--- src/inc/gp3_pkg.sv ---
/*
 * gp3_pkg: register map, reset values and field positions of the
 * eight-bit general-purpose port three.
 * Assumes an APB slave with 32-bit data and word-aligned registers.
 */
package gp3_pkg;

    // ------------------------------------------------------------
    // register map
    // ------------------------------------------------------------
    // register indices; the byte address is four times the index
    localparam logic [31:0] GP3_IDX_OUTPUT_LATCH = 32'hFFFFF006;
    localparam logic [31:0] GP3_IDX_DIRECTION = 32'hFFFFF026;
    localparam logic [31:0] GP3_IDX_PULLUP = 32'hFFFFF046;
    localparam logic [31:0] GP3_IDX_ADDR_MODE = 32'hFFFFF066;
    localparam logic [31:0] GP3_IDX_FILTERED = 32'hFFFFF086;
    // top two index bits fall off a 32-bit byte address
    localparam logic [31:0] GP3_ADDR_OUTPUT_LATCH =
        {GP3_IDX_OUTPUT_LATCH[29:0], 2'h0};
    localparam logic [31:0] GP3_ADDR_DIRECTION =
        {GP3_IDX_DIRECTION[29:0], 2'h0};
    localparam logic [31:0] GP3_ADDR_PULLUP =
        {GP3_IDX_PULLUP[29:0], 2'h0};
    localparam logic [31:0] GP3_ADDR_ADDR_MODE =
        {GP3_IDX_ADDR_MODE[29:0], 2'h0};
    localparam logic [31:0] GP3_ADDR_FILTERED =
        {GP3_IDX_FILTERED[29:0], 2'h0};

    // ------------------------------------------------------------
    // reset values and fields
    // ------------------------------------------------------------
    localparam logic [7:0] GP3_RST_OUTPUT_LATCH = 8'h00;
    localparam logic [7:0] GP3_RST_DIRECTION = 8'hFF;
    localparam logic [7:0] GP3_RST_PULLUP = 8'h00;
    localparam logic [2:0] GP3_RST_ADDR_MODE = 3'h0;
    localparam logic [7:0] GP3_ADDR_PIN_MASK = 8'h70;
    localparam int GP3_ADDR_PIN_LO = 4;
    localparam int GP3_TIMER_PIN_LO = 6;
    localparam int GP3_FILTER_DEPTH = 3;

    // register select code
    typedef enum logic [2:0] {
        GP3_SEL_NONE,
        GP3_SEL_LATCH,
        GP3_SEL_DIR,
        GP3_SEL_PULLUP,
        GP3_SEL_MODE,
        GP3_SEL_FILT
    } gp3_sel_t;

endpackage : gp3_pkg

--- src/inc/gp3_filt_if.sv ---
/*
 * gp3_filt_if: carries the two raw timer pin levels to the noise
 * eliminator and the cleaned levels back.
 * Assumes both ends run on one clock.
 */
interface gp3_filt_if;
    logic [1:0] raw;
    logic [1:0] clean;

    modport port (output raw, input clean);
    modport filter (input raw, output clean);
endinterface : gp3_filt_if

--- src/rtl/gp3_noise_filter.sv ---
/*
 * gp3_noise_filter: digital noise eliminator, one channel for each of the two timer pins.
 * An output changes only after the input has held a new level for
 * DEPTH consecutive clocks. Assumes inputs synchronous to sys_clk.
 */
module gp3_noise_filter
    import gp3_pkg::*;
#(
    parameter int DEPTH = GP3_FILTER_DEPTH
) (
    input wire logic sys_clk,
    input wire logic rst,
    gp3_filt_if.filter filt
);

    initial begin
        if (DEPTH < 2 || DEPTH > 16) begin
            $error("gp3_noise_filter: DEPTH out of range");
        end
    end

    genvar g;
    generate
        for (g = 0; g < 2; g++) begin : g_ch
            logic [DEPTH-1:0] hist;
            logic level;
            wire all_hi = &hist;
            wire all_lo = ~|hist;

            // shift history; level follows only a steady run
            always_ff @(posedge sys_clk or posedge rst) begin
                if (rst) begin
                    hist <= '0;
                    level <= 1'b0;
                end else begin
                    hist <= {hist[DEPTH-2:0], filt.raw[g]};
                    if (all_hi) begin
                        level <= 1'b1;
                    end else if (all_lo) begin
                        level <= 1'b0;
                    end
                end
            end
            assign filt.clean[g] = level;
        end
    endgenerate

endmodule : gp3_noise_filter

--- src/rtl/gp3_port.sv ---
/*
 * gp3_port: eight-bit general-purpose port three with APB registers,
 * per-bit direction, pull-up select, alternate output merge, address
 * output mode and filtered timer inputs.
 * Assumes pin inputs synchronous to sys_clk; the pad wire is resolved
 * outside from pin_out and pin_oe.
 */
// The APB register port was left to the implementer.
module gp3_port
    import gp3_pkg::*;
(
    input wire logic sys_clk,
    input wire logic rst,
    input wire logic psel,
    input wire logic penable,
    input wire logic pwrite,
    input wire logic [31:0] paddr,
    input wire logic [31:0] pwdata,
    input wire logic [3:0] pstrb,
    output logic [31:0] prdata,
    output logic pready,
    output logic pslverr,
    input wire logic [7:0] pin_in,
    output logic [7:0] pin_out,
    output logic [7:0] pin_oe,
    output logic [7:0] pin_pullup,
    input wire logic [7:0] alt_out,
    input wire logic [2:0] ext_addr_in,
    output logic [1:0] timer_in
);

    // ------------------------------------------------------------
    // registers
    // ------------------------------------------------------------
    logic [7:0] port_three_output_latch;
    logic [7:0] port_three_direction;
    logic [7:0] port_three_pullup_select;
    logic [2:0] address_output_mode_select;

    // ------------------------------------------------------------
    // elaboration checks
    // ------------------------------------------------------------
    // the address and timer pins must sit inside the byte, and no two
    // registers may share a word once the index is scaled to bytes
    localparam logic [31:0] REG_ADDRS [5] = '{GP3_ADDR_OUTPUT_LATCH,
        GP3_ADDR_DIRECTION, GP3_ADDR_PULLUP, GP3_ADDR_ADDR_MODE,
        GP3_ADDR_FILTERED};
    initial begin
        if (GP3_ADDR_PIN_LO + 3 > 8) begin
            $error("gp3_port: address pins fall outside the port");
        end
        if (GP3_TIMER_PIN_LO + 2 > 8) begin
            $error("gp3_port: timer pins fall outside the port");
        end
        for (int i = 0; i < 5; i++) begin
            for (int j = i + 1; j < 5; j++) begin
                if (REG_ADDRS[i] == REG_ADDRS[j]) begin
                    $error("gp3_port: two registers share a word");
                end
            end
        end
    end

    // ------------------------------------------------------------
    // address decode
    // ------------------------------------------------------------
    function automatic gp3_sel_t decode(input logic [31:0] a);
        gp3_sel_t s;
        s = GP3_SEL_NONE;
        if (a == GP3_ADDR_OUTPUT_LATCH) s = GP3_SEL_LATCH;
        if (a == GP3_ADDR_DIRECTION) s = GP3_SEL_DIR;
        if (a == GP3_ADDR_PULLUP) s = GP3_SEL_PULLUP;
        if (a == GP3_ADDR_ADDR_MODE) s = GP3_SEL_MODE;
        if (a == GP3_ADDR_FILTERED) s = GP3_SEL_FILT;
        return s;
    endfunction : decode

    // byte enable: a bus without pstrb use writes all, low lane governs
    wire gp3_sel_t sel = decode(paddr);
    wire access_en = psel && penable;
    wire wr_en = access_en && pwrite && pstrb[0];
    wire wr_latch = wr_en && (sel == GP3_SEL_LATCH);
    wire wr_dir = wr_en && (sel == GP3_SEL_DIR);
    wire wr_pullup = wr_en && (sel == GP3_SEL_PULLUP);
    wire wr_mode = wr_en && (sel == GP3_SEL_MODE);
    wire unmapped = (sel == GP3_SEL_NONE);

    // ------------------------------------------------------------
    // pin datapath
    // ------------------------------------------------------------
    // address bits ride on pins four to six when the mode bit is set
    logic [7:0] addr_drive;
    logic [7:0] addr_en;
    always_comb begin
        addr_drive = '0;
        addr_en = '0;
        for (int i = 0; i < 3; i++) begin
            addr_en[GP3_ADDR_PIN_LO + i] = address_output_mode_select[i];
            addr_drive[GP3_ADDR_PIN_LO + i] =
                address_output_mode_select[i] & ext_addr_in[i];
        end
    end

    // ------------------------------------------------------------
    // per-pin cell
    // ------------------------------------------------------------
    // eight identical cells; a generate keeps a fix from missing a bit
    logic [7:0] is_output;
    logic [7:0] next_pin_out;
    logic [7:0] next_pin_oe;
    logic [7:0] next_pin_pullup;
    logic [7:0] read_port;
    genvar b;
    generate
        for (b = 0; b < 8; b++) begin : g_pin
            // direction bit low makes the pin an output
            assign is_output[b] = ~port_three_direction[b];
            // latch OR alternate OR address function
            assign next_pin_out[b] = port_three_output_latch[b]
                | alt_out[b] | addr_drive[b];
            // address pins need the direction cleared; software's duty
            assign next_pin_oe[b] = is_output[b];
            // pull-up only useful while the pin is an input
            assign next_pin_pullup[b] = port_three_pullup_select[b]
                & port_three_direction[b];
            // input bits show the pad, output bits the latch
            assign read_port[b] = is_output[b]
                ? port_three_output_latch[b] : pin_in[b];
        end
    endgenerate

    // ------------------------------------------------------------
    // noise eliminator for the timer inputs
    // ------------------------------------------------------------
    gp3_filt_if filt_bus ();
    assign filt_bus.raw = pin_in[GP3_TIMER_PIN_LO +: 2];

    gp3_noise_filter #(
        .DEPTH(GP3_FILTER_DEPTH)
    ) u_filter (
        .sys_clk(sys_clk),
        .rst(rst),
        .filt(filt_bus.filter)
    );

    // read data selection
    logic [31:0] next_prdata;
    always_comb begin
        next_prdata = '0;
        unique case (sel)
            GP3_SEL_LATCH: next_prdata = {24'h000000, read_port};
            GP3_SEL_DIR: next_prdata = {24'h000000, port_three_direction};
            GP3_SEL_PULLUP: begin
                next_prdata = {24'h000000, port_three_pullup_select};
            end
            GP3_SEL_MODE: begin
                next_prdata = {29'h0, address_output_mode_select};
            end
            GP3_SEL_FILT: next_prdata = {30'h0, filt_bus.clean};
            GP3_SEL_NONE: next_prdata = '0;
        endcase
    end

    // ------------------------------------------------------------
    // register writes
    // ------------------------------------------------------------
    // the latch takes every write, whatever the pin direction
    always_ff @(posedge sys_clk or posedge rst) begin
        if (rst) begin
            port_three_output_latch <= GP3_RST_OUTPUT_LATCH;
        end else if (wr_latch) begin
            port_three_output_latch <= pwdata[7:0];
        end
    end

    // direction: full byte write; bit set/clear is read-modify-write
    always_ff @(posedge sys_clk or posedge rst) begin
        if (rst) begin
            port_three_direction <= GP3_RST_DIRECTION;
        end else if (wr_dir) begin
            port_three_direction <= pwdata[7:0];
        end
    end

    // pull-up select, one bit per pin
    always_ff @(posedge sys_clk or posedge rst) begin
        if (rst) begin
            port_three_pullup_select <= GP3_RST_PULLUP;
        end else if (wr_pullup) begin
            port_three_pullup_select <= pwdata[7:0];
        end
    end

    // address output mode for pins four to six
    always_ff @(posedge sys_clk or posedge rst) begin
        if (rst) begin
            address_output_mode_select <= GP3_RST_ADDR_MODE;
        end else if (wr_mode) begin
            address_output_mode_select <= pwdata[2:0];
        end
    end

    // ------------------------------------------------------------
    // registered outputs
    // ------------------------------------------------------------
    // one-cycle lag on pins keeps every output straight from a flop
    always_ff @(posedge sys_clk or posedge rst) begin
        if (rst) begin
            pin_out <= GP3_RST_OUTPUT_LATCH;
            pin_oe <= ~GP3_RST_DIRECTION;
            pin_pullup <= GP3_RST_PULLUP;
            timer_in <= 2'h0;
        end else begin
            pin_out <= next_pin_out;
            pin_oe <= next_pin_oe;
            pin_pullup <= next_pin_pullup;
            timer_in <= filt_bus.clean;
        end
    end

    // APB: zero wait states, read data captured in setup phase
    always_ff @(posedge sys_clk or posedge rst) begin
        if (rst) begin
            prdata <= '0;
            pready <= 1'b0;
            pslverr <= 1'b0;
        end else begin
            prdata <= (psel && !penable && !pwrite) ? next_prdata : prdata;
            pready <= psel && !penable;
            pslverr <= psel && !penable && unmapped;
        end
    end

endmodule : gp3_port

--- config.mk ---
export PLATFORM = sky130hd
export DESIGN_NAME = gp3_port
export DESIGN_NICKNAME = d
export VERILOG_FILES = /design/src/inc/gp3_pkg.sv /design/src/inc/gp3_filt_if.sv /design/src/rtl/gp3_noise_filter.sv /design/src/rtl/gp3_port.sv
export SDC_FILE = /design/constraint.sdc
export NUM_CORES = 1
export LEC_CHECK = 0
export CORE_UTILIZATION = 62
export CTS_CLUSTER_SIZE = 28
export DETAILED_ROUTE_END_ITERATION = 8
export DONT_BUFFER_PORTS = 1
export PLACE_DENSITY_LB_ADDON = 0.15
export RECOVER_POWER = 100
export SLEW_MARGIN = 30
export SYNTH_ARGS = -nofsm -noshare
export SYNTH_HDL_FRONTEND = slang
export SYNTH_HIERARCHICAL = 1
export SYNTH_SLANG_ARGS = --single-unit
--- constraint.sdc ---
create_clock -name sys_clk -period 2.2 [get_ports sys_clk]
set_input_delay 0.11 -clock sys_clk [delete_from_list [all_inputs] [get_ports sys_clk]]
set_output_delay 0.11 -clock sys_clk [all_outputs]
set_load 0.01 [all_outputs]
Word-level counts from Yosys, hierarchy flattened
Index checks and enable logic that the tools add are counted.
Widths: inputs -> output; s select.
{ "totals": {"register_bits": 95, "input_bits": 92, "out_inout_bits": 60, "word_cells": 92} }
{ "op_classes": {"eq_ne": 12, "mux": 18, "n_bitwise": 30, "n_reduce_logical": 17} }
{ "ops": {"columns": ["op", "n"], "rows": [
  ["$pmux 32 s6", 1],
  ["$eq 32x32->1 const B", 5],
  ["$mux 1", 13],
  ["$and 1x1->1", 11],
  ["$or 1x1->1", 11],
  ["$logic_and 1x1->1", 10],
  ["$not 1->1", 8],
  ["$eq 3x2->1 const B", 2],
  ["$eq 3x3->1 const B", 2],
  ["$mux 3", 2],
  ["$reduce_and 3->1", 2],
  ["$reduce_or 3->1", 2],
  ["$mux 2", 2],
  ["$ne 2x1->1 const B", 2],
  ["$eq 3x1->1 const B", 1],
  ["$logic_not 3->1", 1],
  ["$logic_not 1->1", 2]
]} }

Depth between registers and ports, before layout
{ "depth": {"word_depth": 8, "ltp_mapped": 7, "mapped_depth_nobuf": 6} }

Hierarchy
Netlist, hierarchy kept.
{ "modules_own_cells": {"columns": ["mod", "n_inst", "cells_per_inst", "area_each_um2", "seq_area_each_um2"], "rows": [
  ["gp3_port", 1, 233, 2825.2, 1586.5],
  ["gp3_noise_filter", 1, 19, 256.5, 200.2]
]} }

Worst setup path before layout
OpenSTA, ideal clock, no wires.
{ "synth_path": {"path_type": "input port to flip-flop", "startpoint": "input port paddr[0]", "endpoint": "register port_three_direction[0]", "setup_ns": 0.082, "arrival_ns": 1.993, "t_required_ns": 2.118, "path_slack_ns": 0.125, "stages": 5, "path_buffers": 0, "cell_sequence": "or4_1 -> or3_1 -> or2_4 -> nor3_4 -> mux2_2"} }
{ "synth_between": {"elab_chain_cells": 8, "word_cells_on_any_way": 12, "cone_classes": "6 x eq/ne; 5 x mux; 1 x reduce/logical"} }
{ "synth_lines": {"columns": ["item", "line", "rtl"], "rows": [
  ["from (decl)", "gp3_port.sv:17", "input wire logic [31:0] paddr,"],
  ["$eq 32x32->1", "gp3_port.sv:70", "if (a == GP3_ADDR_OUTPUT_LATCH) s = GP3_SEL_LATCH;"],
  ["$mux 1", "gp3_port.sv:70", null],
  ["$mux 2", "gp3_port.sv:71", "if (a == GP3_ADDR_DIRECTION) s = GP3_SEL_DIR;"],
  ["$mux 2", "gp3_port.sv:72", "if (a == GP3_ADDR_PULLUP) s = GP3_SEL_PULLUP;"],
  ["$mux 3", "gp3_port.sv:73", "if (a == GP3_ADDR_ADDR_MODE) s = GP3_SEL_MODE;"],
  ["$mux 3 (*)", "gp3_port.sv:74", "if (a == GP3_ADDR_FILTERED) s = GP3_SEL_FILT;"],
  ["$eq 3x2->1 (*)", "gp3_port.sv:83", "wire wr_dir = wr_en && (sel == GP3_SEL_DIR);"],
  ["$logic_and 1x1->1 (*)", "gp3_port.sv:83", null],
  ["to (signal assigned)", "gp3_port.sv:181", "port_three_direction <= pwdata[7:0];"],
  ["to (decl)", "gp3_port.sv:36", "logic [7:0] port_three_direction;"]
]} }
Every way passes the cells marked *; elsewhere a longest branch is shown, timed or not.
A chain may end at the register's enable or synchronous reset.

Worst setup path after layout
{ "layout_path": {"startpoint": "input port paddr[0]", "endpoint": "register port_three_output_latch[2]"} }
{ "layout_between": {"elab_chain_cells": 8, "word_cells_on_any_way": 12, "cone_classes": "6 x eq/ne; 5 x mux; 1 x reduce/logical"} }
{ "layout_lines": {"columns": ["item", "line", "rtl"], "rows": [
  ["$eq 32x32->1", "gp3_port.sv:70", null],
  ["$mux 1", "gp3_port.sv:70", null],
  ["$mux 2", "gp3_port.sv:71", null],
  ["$mux 2", "gp3_port.sv:72", null],
  ["$mux 3", "gp3_port.sv:73", null],
  ["$mux 3 (*)", "gp3_port.sv:74", null],
  ["$eq 3x1->1 (*)", "gp3_port.sv:82", "wire wr_latch = wr_en && (sel == GP3_SEL_LATCH);"],
  ["$logic_and 1x1->1 (*)", "gp3_port.sv:82", null],
  ["to (signal assigned)", "gp3_port.sv:172", "port_three_output_latch <= pwdata[7:0];"],
  ["to (decl)", "gp3_port.sv:35", "logic [7:0] port_three_output_latch;"]
]} }
Marked as above.

==> results.yml <==
sta:
  whs_ps: 12.9
  timing.fmax_mhz: 499
  finalMaxSlewViolations: 0
  worst_pin_slew_ps: 1180
  setup_violations: 0
  slew_headroom: 0.211
  rsz0062_at_grt: "false"
  finalClockSkew_ps: 4.63
  period_minus_slack_ps: 2000
  timing.setup.tns_ps: 0
  final_hold_viol_count: 0
  setup_slack_ps: 195
  period_share: 0.911
cts:
  cts.sinks: 71
  cts_buffers: 9
  cts_htree_levels: 3
  cts-root-buf: "clkbuf_8"
  cts.clk_slew.worst_paths_ps: 70
  worstSkewPairLatency_ps: 330
  cts_setup_buffers: 0
  cts_tree: "built"
  cts_resized: 0
  cts_buffer_depth: 2
  hold_buffers: 25
floorplan:
  die_h_um: 72.5
  die-area_sq_um: 5260
  die_x_um: 72.5
  ios: 152
  design.core.area_sq_um: 4750
  floorplan.initialDensity: 0.648
  num_rows: 25
placement:
  dpl.cell_count: 327
  post-dp-hpwl_mm: 4.50
  gp_congestion: 0.816
  dpl_cell_area_sq_um: 3170
  io_buffer_count: 0
  pre_cts_ws_ps: -99.1
yosys:
  synth_edf_count: 0
  syn_inst: 252
  yosys_most_used_dff: "dfrtp_1"
  ys_async_sr_fraction: 1.00
  avgSynthCellArea_sq_um: 12.2
  synthSimpleGateAreaFrac: 0.120
  synth_top_family_by_area: "multiplexers"
  synthAdderAreaFrac: 0
  synth_seq_cells: 71
  synthDistinctLibCells: 44
  ys_seq_area_frac: 0.580
  ys_warn_count: 6
  synth_compound_area_frac: 0.0800
  synth_mux_area_frac: 0.132
  synthesis.area_sq_um: 3080
  synth-xor-area-share: 0
drt:
  ant_nets: 0
  dr.pass1.iters: 5
  wl_mm: 6.33
  route.detailed.drc: 0
  wl_per_cell_um: 17.2
  dr_total_vias: 1992
  viasPerCell: 5.41
  drt-initial-drc-count: 92
setup_path:
  critPathArrivalTime_ps: 2220
  worstSetupEndpointType: "flip-flop"
  start_kind: "input port"
  reg2reg_slack_ps: 860
  regToRegStartpoint: "address_output_mode_select[1]"
  critical_path_class: "in -> reg"
  critPathMostFrequentCell: "or4_1"
  slowest_delay_ps: 540
  crit_slowest_cell: "or4_1"
  cp.required_ps: 2410
  timing.rr.end: "pin_out[5]"
  crit_path_cell_trace: "or4_1 > or4_1 > clkbuf_1 > nor3_1 > nand2_1 > clkbuf_2 > mux2_2"
  ff2ff_path_depth: 2
  critPathMaxFanout: 6
grt:
  grt_overflow: 0
  antenna_found_initial: 0
  grt_pass1_wl_mm: 10.0
  grt_util_all_layers: 0.262
  grt_start_max_net_pins: 35
  grt_pass1_vias: 2059
finish:
  fin_cells: 368
  final_cell_mix: "dfrtp_1, mux2_2, dlygate4sd3_1"
  synthToLayoutAreaGrowth_pct: 16.1
  final_area_sq_um: 3580
  final_nets: 388
  antenna_cells: 0
  drive_above_1_share: 0.203
  layout_commonest_cell: "dfrtp_1"
  num-fill-cells: 341
  final_util: 0.752
hold_path:
  hp-class: "in -> reg"
  hold_path_startpoint: "paddr[9]"
  hold_depth: 2
  min_to: "pslverr"
pwr:
  power_switching_uw: 576
  p_leak_nw: 1.59
  powerDensity_nw_per_um2: 705
  p_total_mw: 2.52
  clkPwrFrac: 0.402
  seq_power_share: 0.544
  ir_drop_v: 0.000566
  p_int_mw: 1.94
  power_frac_comb: 0.055
  p_sw_frac: 0.228
run:
  cap_viol_max_count: 0
outcome:
  outcome: "finished clean"
==> sequential cells by signal (all words and copies together), names as in the netlist <==
signal                      cells
pin_oe                          8
pin_out                         8
pin_pullup                      8
port_three_direction            8
port_three_output_latch         8
port_three_pullup_select        8
prdata                          8
u_filter/g_ch.hist              6
address_output_mode_select      3
timer_in                        2
u_filter/g_ch.level             2
pready                          1
pslverr                         1
==> cell usage after synthesis, types with 4 or more instances <==
master | instances | share of area
inv_1 | 14 | 0.017
buf_4 | 26 | 0.063
dfstp_2 | 8 | 0.068
or2_2 | 5 | 0.010
dfrtp_1 | 63 | 0.51
mux2_2 | 28 | 0.10
a21oi_1 | 5 | 0.0081
mux2i_1 | 9 | 0.029
nand4_1 | 4 | 0.0081
nor2_1 | 8 | 0.0097
a22oi_1 | 6 | 0.015
and2_1 | 8 | 0.016
nand2_1 | 15 | 0.018
o21ai_1 | 4 | 0.0065
==> cell type report <==
type,count,area [sq um],share of cell area
Tap cell,67,83.8,0.0234
Multi-Input combinational cell,159,1110,0.309
Sequential cell,71,1790,0.499
Clock inverter,6,60.1,0.0168
Clock buffer,10,138,0.0385
Inverter,14,52.6,0.0147
Timing Repair Buffer,41,350,0.0979
==> metal layers <==
layer  vias up  part of all wire  global-route usage
met3        11             0.054              0.0667
li1        918                 -                   -
met2        73              0.49               0.421
met5         -                 0                   0
met1       990              0.43               0.341
met4         0             0.019               0.111
==> cell families (layout without fill, tap and decap cells) <==
group | Yosys count | count (layout)
other | 1 | 24
flip-flops | 71 | 71
AO/OA/AOI/OAI | 36 | 36
AND/OR/NAND/NOR | 62 | 62
multiplexers | 37 | 37
buffers and inverters | 45 | 71
==> critical path: cells and delay by family <==
family        cells  cell delay, ps
mux               1             310
buf+inv           2             370
simple gates      4            1430
==> how the worst max path moves through the flow <==
stage                     startpoint                    endpoint  slack (ps)
final                       paddr[0]  port_three_output_latch[2]         200
after global routing        paddr[0]  port_three_output_latch[2]         130
after CTS                   paddr[0]  port_three_output_latch[2]         250
after detailed placement    paddr[0]  port_three_output_latch[5]        -100
after global placement      paddr[0]  port_three_output_latch[5]         -70
after floorplan             paddr[0]     port_three_direction[0]         120
==> power by group through the flow <==
| stage | sequential [mW] | clock (mW) | combinational, mW |
|---|---|---|---|
| floorplan | 1.39 | 0 | 0.121 |
| global placement | 1.39 | 0 | 0.0969 |
| detailed placement | 1.40 | 0 | 0.0996 |
| CTS | 1.37 | 1.04 | 0.140 |
| global route | 1.37 | 1.09 | 0.156 |
| finish | 1.37 | 1.01 | 0.138 |
Power figures use the tool's default switching activity.
